$ cat src/hw/osb_pkg.sv
// Constants and types for oscillator selection and boot timing
`default_nettype none
package osb_pkg;
	// Clock mode codes
	localparam logic [7:0] CM_DIV2       = 8'h34;
	localparam logic [7:0] CM_DIV4       = 8'h14;
	localparam logic [7:0] CM_DIV8       = 8'h3C;
	localparam logic [7:0] CM_DIV16      = 8'h1C;
	localparam logic [7:0] CM_DIV32      = 8'h7C;
	localparam logic [7:0] CM_SLOW       = 8'hE4;
	localparam logic [7:0] CM_BOOT       = 8'hF4;
	// Enable bit positions
	localparam int         FAST_EN_BIT   = 4;
	localparam int         SLOW_EN_BIT   = 2;
	localparam int         XTAL_EN_BIT   = 7;
	// Source keys, built from mode bits [7:5] and [3]
	localparam logic [3:0] KEY_DIV2      = 4'h2;
	localparam logic [3:0] KEY_DIV4      = 4'h0;
	localparam logic [3:0] KEY_DIV8      = 4'h3;
	localparam logic [3:0] KEY_DIV16     = 4'h1;
	localparam logic [3:0] KEY_DIV32     = 4'h7;
	localparam logic [3:0] KEY_SLOW      = 4'hE;
	localparam logic [3:0] KEY_XTAL      = 4'hA;
	// Source edges (both polarities) per half period of the system clock
	localparam logic [5:0] EDGES_DIV2    = 6'h02;
	localparam logic [5:0] EDGES_DIV4    = 6'h04;
	localparam logic [5:0] EDGES_DIV8    = 6'h08;
	localparam logic [5:0] EDGES_DIV16   = 6'h10;
	localparam logic [5:0] EDGES_DIV32   = 6'h20;
	localparam logic [5:0] EDGES_UNDIV   = 6'h01;
	// Boot intervals in slow RC cycles
	localparam logic [11:0] FAST_BOOT_CYCLES   = 12'h02F;
	localparam logic [11:0] NORMAL_BOOT_CYCLES = 12'hB81;
	// Program addresses
	localparam logic [10:0] START_ADDR    = 11'h001;
	localparam logic [10:0] RESERVED_ADDR = 11'h000;
	// Reset values
	localparam logic [7:0] TRIM_RESET    = 8'h80;
	localparam logic [7:0] XTAL_RESET    = 8'h00;
	typedef enum logic [1:0] {SRC_SLOW = 2'h0, SRC_FAST = 2'h1, SRC_XTAL = 2'h2} osb_src_t;
	typedef enum logic [1:0] {BOOT_WAIT = 2'h0, BOOT_CAL = 2'h1, BOOT_RUN = 2'h3} osb_boot_t;
endpackage : osb_pkg
`default_nettype wire

$ cat src/hw/osb_clock_boot.sv
// Oscillator enables, system clock selection and power-up boot sequencing
`default_nettype none
module osb_clock_boot (
	// Clock and reset
	input  wire logic        clk,
	input  wire logic        reset,
	// Oscillator pins
	input  wire logic        fast_internal_rc,
	input  wire logic        slow_internal_rc,
	input  wire logic        crystal_oscillator,
	// Straps and calibration values
	input  wire logic        calibration_directive,
	input  wire logic        fast_boot_select,
	input  wire logic [7:0]  calibration_mode,
	input  wire logic [7:0]  calibration_trim,
	// Software write ports
	input  wire logic        clock_mode_we,
	input  wire logic [7:0]  clock_mode_wdata,
	input  wire logic        trim_we,
	input  wire logic [7:0]  trim_wdata,
	input  wire logic        crystal_ctrl_we,
	input  wire logic [7:0]  crystal_ctrl_wdata,
	// Register and status outputs
	output logic [7:0]       clock_mode,
	output logic [7:0]       fast_rc_trim,
	output logic [7:0]       crystal_ctrl,
	output logic             fast_rc_enable,
	output logic             slow_rc_enable,
	output logic             crystal_enable,
	output logic             system_clock,
	output logic             core_reset,
	output logic [10:0]      fetch_address,
	output logic             watchdog_enable,
	output logic             shared_port_pin_five_oe
);
	import osb_pkg::*;

	logic [4:0] sync1;
	logic [4:0] sync2;
	logic [4:0] sync3;
	logic [2:0] primed;
	osb_boot_t  boot_state;
	logic [11:0] boot_cnt;
	osb_src_t   cur_src;
	logic [5:0] cur_edges;
	logic [5:0] edge_cnt;
	logic       armed;
	logic       pend;

	// Two-stage synchronisers, an edge-history stage and its fill marker
	always_ff @(posedge clk or posedge reset) begin
		if (reset) begin
			sync1  <= 5'h00;
			sync2  <= 5'h00;
			sync3  <= 5'h00;
			primed <= 3'h0;
		end else begin
			primed <= {primed[1:0], 1'b1};
			sync1 <= {fast_boot_select, calibration_directive, crystal_oscillator,
				slow_internal_rc, fast_internal_rc};
			sync2 <= sync1;
			sync3 <= sync2;
		end
	end

	// Edge detection and strap decode; edges count only once the history stage
	// holds a real pin sample, so a pin high at reset release is no false edge
	wire        hist_ok    = primed[2];
	wire        fast_edge  = hist_ok & (sync2[0] ^ sync3[0]);
	wire        slow_edge  = hist_ok & (sync2[1] ^ sync3[1]);
	wire        xtal_edge  = hist_ok & (sync2[2] ^ sync3[2]);
	wire        slow_rise  = hist_ok & sync2[1] & ~sync3[1];
	wire        cal_en     = sync2[3];
	wire        fast_boot  = sync2[4];
	wire [11:0] boot_target = fast_boot ? FAST_BOOT_CYCLES : NORMAL_BOOT_CYCLES;
	wire        boot_done  = slow_rise && (boot_cnt == boot_target - 12'h001);
	wire        running    = (boot_state == BOOT_RUN);

	// Accepted writes and next register values
	wire        cm_ok   = clock_mode_we & running;
	wire        trim_ok = trim_we & running;
	wire        xtal_ok = crystal_ctrl_we & running;
	wire        cal_now = (boot_state == BOOT_CAL) & cal_en;
	wire [7:0]  next_clock_mode = cm_ok ? clock_mode_wdata :
		cal_now ? calibration_mode : clock_mode;
	wire [7:0]  next_trim = trim_ok ? trim_wdata :
		cal_now ? calibration_trim : fast_rc_trim;
	wire [7:0]  next_xtal = xtal_ok ? crystal_ctrl_wdata : crystal_ctrl;

	// Source decode of the active clock mode
	wire [3:0]  key = {clock_mode[7:5], clock_mode[3]};
	wire        key_fast = (key == KEY_DIV2) || (key == KEY_DIV4) || (key == KEY_DIV8) ||
		(key == KEY_DIV16) || (key == KEY_DIV32);
	wire osb_src_t next_src = key_fast ? SRC_FAST : (key == KEY_XTAL) ? SRC_XTAL : SRC_SLOW;
	wire [5:0]  next_edges = (key == KEY_DIV2)  ? EDGES_DIV2 :
		(key == KEY_DIV4)  ? EDGES_DIV4 :
		(key == KEY_DIV8)  ? EDGES_DIV8 :
		(key == KEY_DIV16) ? EDGES_DIV16 :
		(key == KEY_DIV32) ? EDGES_DIV32 : EDGES_UNDIV;

	// Edge of the source now driving the system clock
	wire src_edge = (cur_src == SRC_FAST) ? fast_edge :
		(cur_src == SRC_XTAL) ? xtal_edge : slow_edge;
	wire toggle    = src_edge & armed & (edge_cnt == cur_edges - 6'h01);
	wire do_switch = toggle & system_clock & pend;

	// Boot sequencer: count slow RC cycles, apply calibration, release core
	always_ff @(posedge clk or posedge reset) begin
		if (reset) begin
			boot_state <= BOOT_WAIT;
			boot_cnt   <= 12'h000;
		end else begin
			case (boot_state)
				BOOT_WAIT: begin
					if (boot_done) begin
						boot_state <= BOOT_CAL;
					end else if (slow_rise) begin
						boot_cnt <= boot_cnt + 12'h001;
					end
				end
				BOOT_CAL: boot_state <= BOOT_RUN;
				BOOT_RUN: boot_state <= BOOT_RUN;
				default:  boot_state <= BOOT_WAIT;
			endcase
		end
	end

	// Core release, start address and post-boot status
	always_ff @(posedge clk or posedge reset) begin
		if (reset) begin
			core_reset              <= 1'b1;
			fetch_address           <= RESERVED_ADDR;
			watchdog_enable         <= 1'b0;
			shared_port_pin_five_oe <= 1'b0;
		end else if (boot_state == BOOT_CAL) begin
			core_reset              <= 1'b0;
			fetch_address           <= START_ADDR;
			watchdog_enable         <= ~cal_en;
			shared_port_pin_five_oe <= 1'b0;
		end
	end

	// Mode, trim and crystal control registers with their enables
	always_ff @(posedge clk or posedge reset) begin
		if (reset) begin
			clock_mode     <= CM_BOOT;
			fast_rc_trim   <= TRIM_RESET;
			crystal_ctrl   <= XTAL_RESET;
			fast_rc_enable <= CM_BOOT[FAST_EN_BIT];
			slow_rc_enable <= CM_BOOT[SLOW_EN_BIT];
			crystal_enable <= XTAL_RESET[XTAL_EN_BIT];
		end else begin
			clock_mode     <= next_clock_mode;
			fast_rc_trim   <= next_trim;
			crystal_ctrl   <= next_xtal;
			fast_rc_enable <= next_clock_mode[FAST_EN_BIT];
			slow_rc_enable <= next_clock_mode[SLOW_EN_BIT];
			crystal_enable <= next_xtal[XTAL_EN_BIT];
		end
	end

	// A new mode is taken at the end of a high phase; a new write wins over the take
	always_ff @(posedge clk or posedge reset) begin
		if (reset) begin
			pend <= 1'b0;
		end else begin
			pend <= cm_ok | cal_now | (pend & ~do_switch);
		end
	end

	// Divider and switcher: the first edge after a switch only arms the count
	always_ff @(posedge clk or posedge reset) begin
		if (reset) begin
			cur_src      <= SRC_SLOW;
			cur_edges    <= EDGES_UNDIV;
			edge_cnt     <= 6'h00;
			armed        <= 1'b0;
			system_clock <= 1'b0;
		end else if (do_switch) begin
			system_clock <= 1'b0;
			cur_src      <= next_src;
			cur_edges    <= next_edges;
			edge_cnt     <= 6'h00;
			armed        <= 1'b0;
		end else if (src_edge) begin
			armed    <= 1'b1;
			edge_cnt <= (toggle || !armed) ? 6'h00 : edge_cnt + 6'h01;
			if (toggle) begin
				system_clock <= ~system_clock;
			end
		end
	end
endmodule : osb_clock_boot
`default_nettype wire

$ cat config.mk
export PLATFORM = sky130hd
export DESIGN_NAME = osb_clock_boot
export DESIGN_NICKNAME = d
export VERILOG_FILES = /design/src/hw/osb_pkg.sv /design/src/hw/osb_clock_boot.sv
export SDC_FILE = /design/constraint.sdc
export NUM_CORES = 1
export LEC_CHECK = 0
export BUFFER_PORTS_ARGS = -buffer_cell sky130_fd_sc_hd__buf_2
export CORE_UTILIZATION = 40
export DETAILED_ROUTE_END_ITERATION = 10
export MAX_ROUTING_LAYER = met4
export PLACE_DENSITY_LB_ADDON = 0.25
export RECOVER_POWER = 50
export SYNTH_ARGS = -nofsm -noshare
export SYNTH_HDL_FRONTEND = slang
export SYNTH_SLANG_ARGS = --single-unit
$ cat constraint.sdc
create_clock -name clk -period 3.8 [get_ports clk]
set_input_delay 0.76 -clock clk [delete_from_list [all_inputs] [get_ports clk]]
set_output_delay 0.76 -clock clk [all_outputs]
set_load 0.005 [all_outputs]
* After elaboration in Yosys (flattened, before gate mapping)
Index checks and enable logic that the tools add are counted.
** Word-level totals
- Register bits :: 76
- Output and inout port bits :: 42
- Logic and storage cells :: 103
- Input bits :: 50
** Operators by class
- Mux-type cells :: 25
- $add $sub $neg :: 4
- Reduce and logical (&&, ||, !) cells :: 16
- Equality and inequality tests :: 12
- Bitwise logic cells :: 24
** Operator list (count)
- $mux 6 :: 8
- $mux 8 :: 5
- $and 1x1->1 :: 14
- $add 12x1->12 const B :: 1
- $eq 12x12->1 :: 1
- $mux 12 :: 1
- $sub 12x1->12 const B :: 1
- $eq 4x2->1 const B :: 2
- $reduce_bool 2->1 :: 4
- $mux 1 :: 7
- $add 6x1->6 const B :: 1
- $eq 6x6->1 :: 1
- $mux 2 :: 3
- $sub 6x1->6 const B :: 1
- $logic_or 1x1->1 :: 5
- $not 1->1 :: 5
- $eq 2x1->1 const B :: 2
- $eq 2x2->1 const B :: 2
- $eq 4x1->1 const B :: 1
- $eq 4x3->1 const B :: 1
- $eq 4x4->1 const B :: 1
- $logic_not 4->1 :: 1
- $pmux 2 s2 :: 1
- $reduce_and 3->1 :: 1
- other kinds (8) :: 11

* Logic depth before layout (Yosys ltp)
- Word-level depth :: 11
- Mapped depth :: 7
- Gate-level depth less buffers :: 7

* Worst setup path after synthesis
OpenSTA, ideal clock, no wires.
- Path type :: reg-to-reg
- Start point :: register cur_edges[0]
- End point :: register cur_edges[2]
- Setup slack :: 1.567 ns
- Library setup time :: 0.125 ns
- Arrival :: 2.109 ns
- Stages on the path, launching flop included :: 8
- Clock period less this slack :: 2.233 ns
- Data required time :: 3.675 ns
- Buffers on the path :: 0
- Path through :: dfstp_2 > inv_1 > ha_1 > nor3b_1 > xnor2_1 > a2111oi_4 > nand4_4 > mux2_2
** Between the ends
- Cells in the longest elaborated chain, start to end :: 5
** Ends and longest elaborated chain
- start, declared :: line osb_clock_boot.sv:45 : logic [5:0] cur_edges;
- start signal, assigned :: line osb_clock_boot.sv:182 : cur_edges <= next_edges;
- $sub 6x1->6 :: line osb_clock_boot.sv:104 : wire toggle = src_edge & armed & (edge_cnt == cur_edges - 6'h01);
- $eq 6x6->1 :: line osb_clock_boot.sv:104
- $and 1x1->1 :: line osb_clock_boot.sv:104
- $and 1x1->1 (2 in a row) :: line osb_clock_boot.sv:105 : wire do_switch = toggle & system_clock & pend;
No other way between the ends.
A chain may end at the register's enable or synchronous reset.

* Final worst setup path
- Start point :: register cur_edges[0]
- End point :: register cur_edges[4]
Same word-level chain as after synthesis.

==> reports/metrics.cfg <==
[outcome]
outcome = finished with violations
violations = capacitance limit, slew limit

[clock_network]
cts_tree = done
cts_resized = 0
postCtsHoldBufs = 0
clkLatencyLatePin_ns = 0.35
postCtsSetupBuffers = 0
clockRootBuffer = clkbuf_8
cts_buffers = 9
clk_pin_slew_ns = 0.07
clock_path_buffers = 2
clock_sinks = 74
h-tree-depth = 3

[setup_path]
critical_path_required_ns = 4.03
reg2reg_to = cur_edges[4]
path_max_fanout = 8
ff2ff_setup_slack_ns = 1.37
r2r.worst_path.cells = 7
crit_arrival_ns = 2.66
cp-end-kind = flop
worstSetupStartpointType = flop
rr_startpoint = cur_edges[0]
worstSetupPathType = flop to flop

[placed_design]
portBuffers = 80
dp_hpwl_mm = 4.51
numPlacedInstances = 469
gp_congestion = 0.810

[timing]
max-slew-margin-rel_pct = -11.9
fin_skew_ns = 0.0107
worst_pin_slew_ns = 1.68
rsz0062_at_grt = no
finalSetupTns_ns = 0
hold_viol_final = 0
setup_viol = 0
finalMaxSlewViolations = 48
finalCritPeriodShare_pct = 64.1
fmax_ghz = 0.411
final.min_clock_period_ns = 2.43

[synthesis]
ys_ff_latch = 74
synth_top_family_by_area = simple AND/OR/NAND/NOR gates
synth_flop_cell = dfrtp_1
synthCells = 293
synth.area.mux_share_pct = 10.5
yosys_warnings = 0
synthDistinctLibCells = 45
synth_fa_ha_area_share_pct = 1.10
synth_edf_count = 0
synth_compound_area_share_pct = 7.52
ys_seq_area_share_pct = 54.6
yosys.area_share.simple_pct = 14.8
yosys.area_share.xor_xnor_pct = 6.31
synthArstFlopShare_pct = 100
syn_area_sq_um = 3410
syn_area_per_cell_sq_um = 11.6

[routing]
wire_per_inst_um = 12.7
drc = 0
drtIter0Drc = 116
via_count = 2398
firstDrtPassIters = 4
viasPerCell = 4.94
drtAntennaViolNets = 0
wl_mm = 6.15

[cells_and_area]
layout_commonest_cell = buf_2
final_nets = 428
syn_to_final_growth_pct = 21.0
final_cell_mix = buf_2, dfrtp_1, nand2_1
antennaDiodeCount = 0
num-fill-cells = 737
layout-drive-gt1-share_pct = 32.9
instances_no_fill = 485

[global_routing]
antenna_found_initial = 0
grt_usage_pct = 15.6
grt_pass1_vias = 2303
grt_pass1_wl_mm = 10.4
grt_max_degree = 48
overflow = 0

[power]
ir_worst_vdd_mv = 0.208
p_leak_nw = 2.14
powerDensity_nw_per_um2 = 460

[die]
die_x_um = 94.4
rows = 33
core_region_area_sq_um = 8220
dieHeight_um = 94.4
die_area_sq_um = 8900
pin_count = 92
start_util_pct = 41.5

[worst_hold_path]
min_from = sync1[3]
hold_depth = 0
min_to = sync2[3]
hold_path.class = flop to flop

[flow_run]
cap_violations = 1

==> synthesized netlist by cell type (2+ instances only) <==
master	n	share of area, %
dfrtp_1	66	48
nand2_1	23	2.5
mux2i_1	19	5.6
o21ai_0	17	2.5
xnor2_1	17	4.4
mux2_2	15	5.0
buf_4	14	3.1
nand4_1	11	2.0
nand3_1	10	1.5
inv_1	9	0.99
clkbuf_1	8	0.88
dfstp_2	8	6.2
and2_1	7	1.3
nor2_1	7	0.77
nand2b_1	5	0.92
xor2_1	5	1.3
and3_1	4	0.73
nor3_1	4	0.59
a21o_1	3	0.66
ha_1	3	1.1
nor3b_1	3	0.66
o22ai_1	3	0.55
a21oi_1	2	0.29
and4_1	2	0.51
conb_1	2	0.22
nor4_1	2	0.37
nor4b_1	2	0.51
o211ai_1	2	0.44
o2bb2ai_1	2	0.51
o31ai_1	2	0.44
or4b_2	2	0.59
==> logic make-up (layout without fill, tap and decap cells) <==
group	after synthesis	in the layout
xor gates and xnor gates	23	23
buffers and inverters	31	108
adders and majority gates	3	3
muxes	34	34
AOI/OAI and AO/OA	38	38
and+or+nand+nor	88	88
DFF	74	74
other	2	12
==> worst max-delay path, stage by stage (launching register included) <==
cell       delay [ns]
dfstp_2          0.57
inv_1            0.05
ha_1             0.20
nor3b_1          0.15
xnor2_1          0.16
a2111oi_4        0.60
nand4_4          0.26
mux2_2           0.33
==> where the power goes <==
| group | leakage, nW | switching, W | internal (W) | total (W) |
|---|---|---|---|---|
| Sequential | 0.938 | 0.0000654 | 0.000839 | 0.000904 |
| Combinational | 1.07 | 0.0000939 | 0.000107 | 0.000201 |
| Clock | 0.129 | 0.000293 | 0.000502 | 0.000795 |
| Total | 2.14 | 0.000452 | 0.00145 | 0.00190 |
==> sequential cells by signal (all words and copies together) (netlist names) <==
register / count
boot_cnt: 12
clock_mode: 8
crystal_ctrl: 8
fast_rc_trim: 8
cur_edges: 6
edge_cnt: 6
sync1: 5
sync2: 5
primed: 3
sync3: 3
boot_state: 2
cur_src: 2
armed: 1
core_reset: 1
fetch_address: 1
pend: 1
system_clock: 1
watchdog_enable: 1
==> area by class of cell <==
class | count | area (sq um) | share of cell area (%)
inverters | 9 | 33.8 | 0.818
clock buffers | 9 | 124 | 3.00
clock inverters | 7 | 141 | 3.42
multi-input cells | 198 | 1420 | 34.4
flip-flops and latches | 74 | 1860 | 45.1
well taps | 105 | 131 | 3.18
repair buffers | 83 | 419 | 10.1
==> worst max-delay path by stage <==
stage / startpoint / to / slack (ns)
4_1_cts: cur_edges[0] / cur_edges[3] / 1.34
2_1_floorplan: reset / armed / 1.17
6_report: cur_edges[0] / cur_edges[4] / 1.37
3_3_place_gp: cur_edges[0] / cur_edges[4] / 1.43
3_5_place_dp: cur_edges[0] / cur_edges[3] / 1.36
5_1_grt: reset / sync3[0] / 0.99
==> through the flow <==
| stage | setup slack (ns) | total power [W] | cell area (sq um) | hold WS [ns] | util, % |
|---|---|---|---|---|---|
| 2_1_floorplan | 1.17 | 0.00106 | 3450 | 0.331 | - |
| 3_5_place_dp | 1.36 | 0.00112 | 3870 | 0.335 | 47.1 |
| 4_1_cts | 1.34 | 0.00193 | 4130 | 0.351 | 50.3 |
| 3_3_place_gp | 1.43 | 0.00112 | 3870 | 0.331 | 47.1 |
| 6_report | 1.37 | 0.00190 | 4130 | 0.351 | 50.3 |
| 5_1_grt | 0.985 | 0.00200 | 4130 | 0.357 | 50.3 |
==> per-layer routing <==
metal  up-vias  wire [um]  track usage (%)
met1      1161       2770             20.0
met2        60       2990             24.5
li1       1167          -                -
met3        10        292             2.90
met5         -          0                -
met4         0        100             6.41
Note: power is estimated with default switching activity, not from simulation.
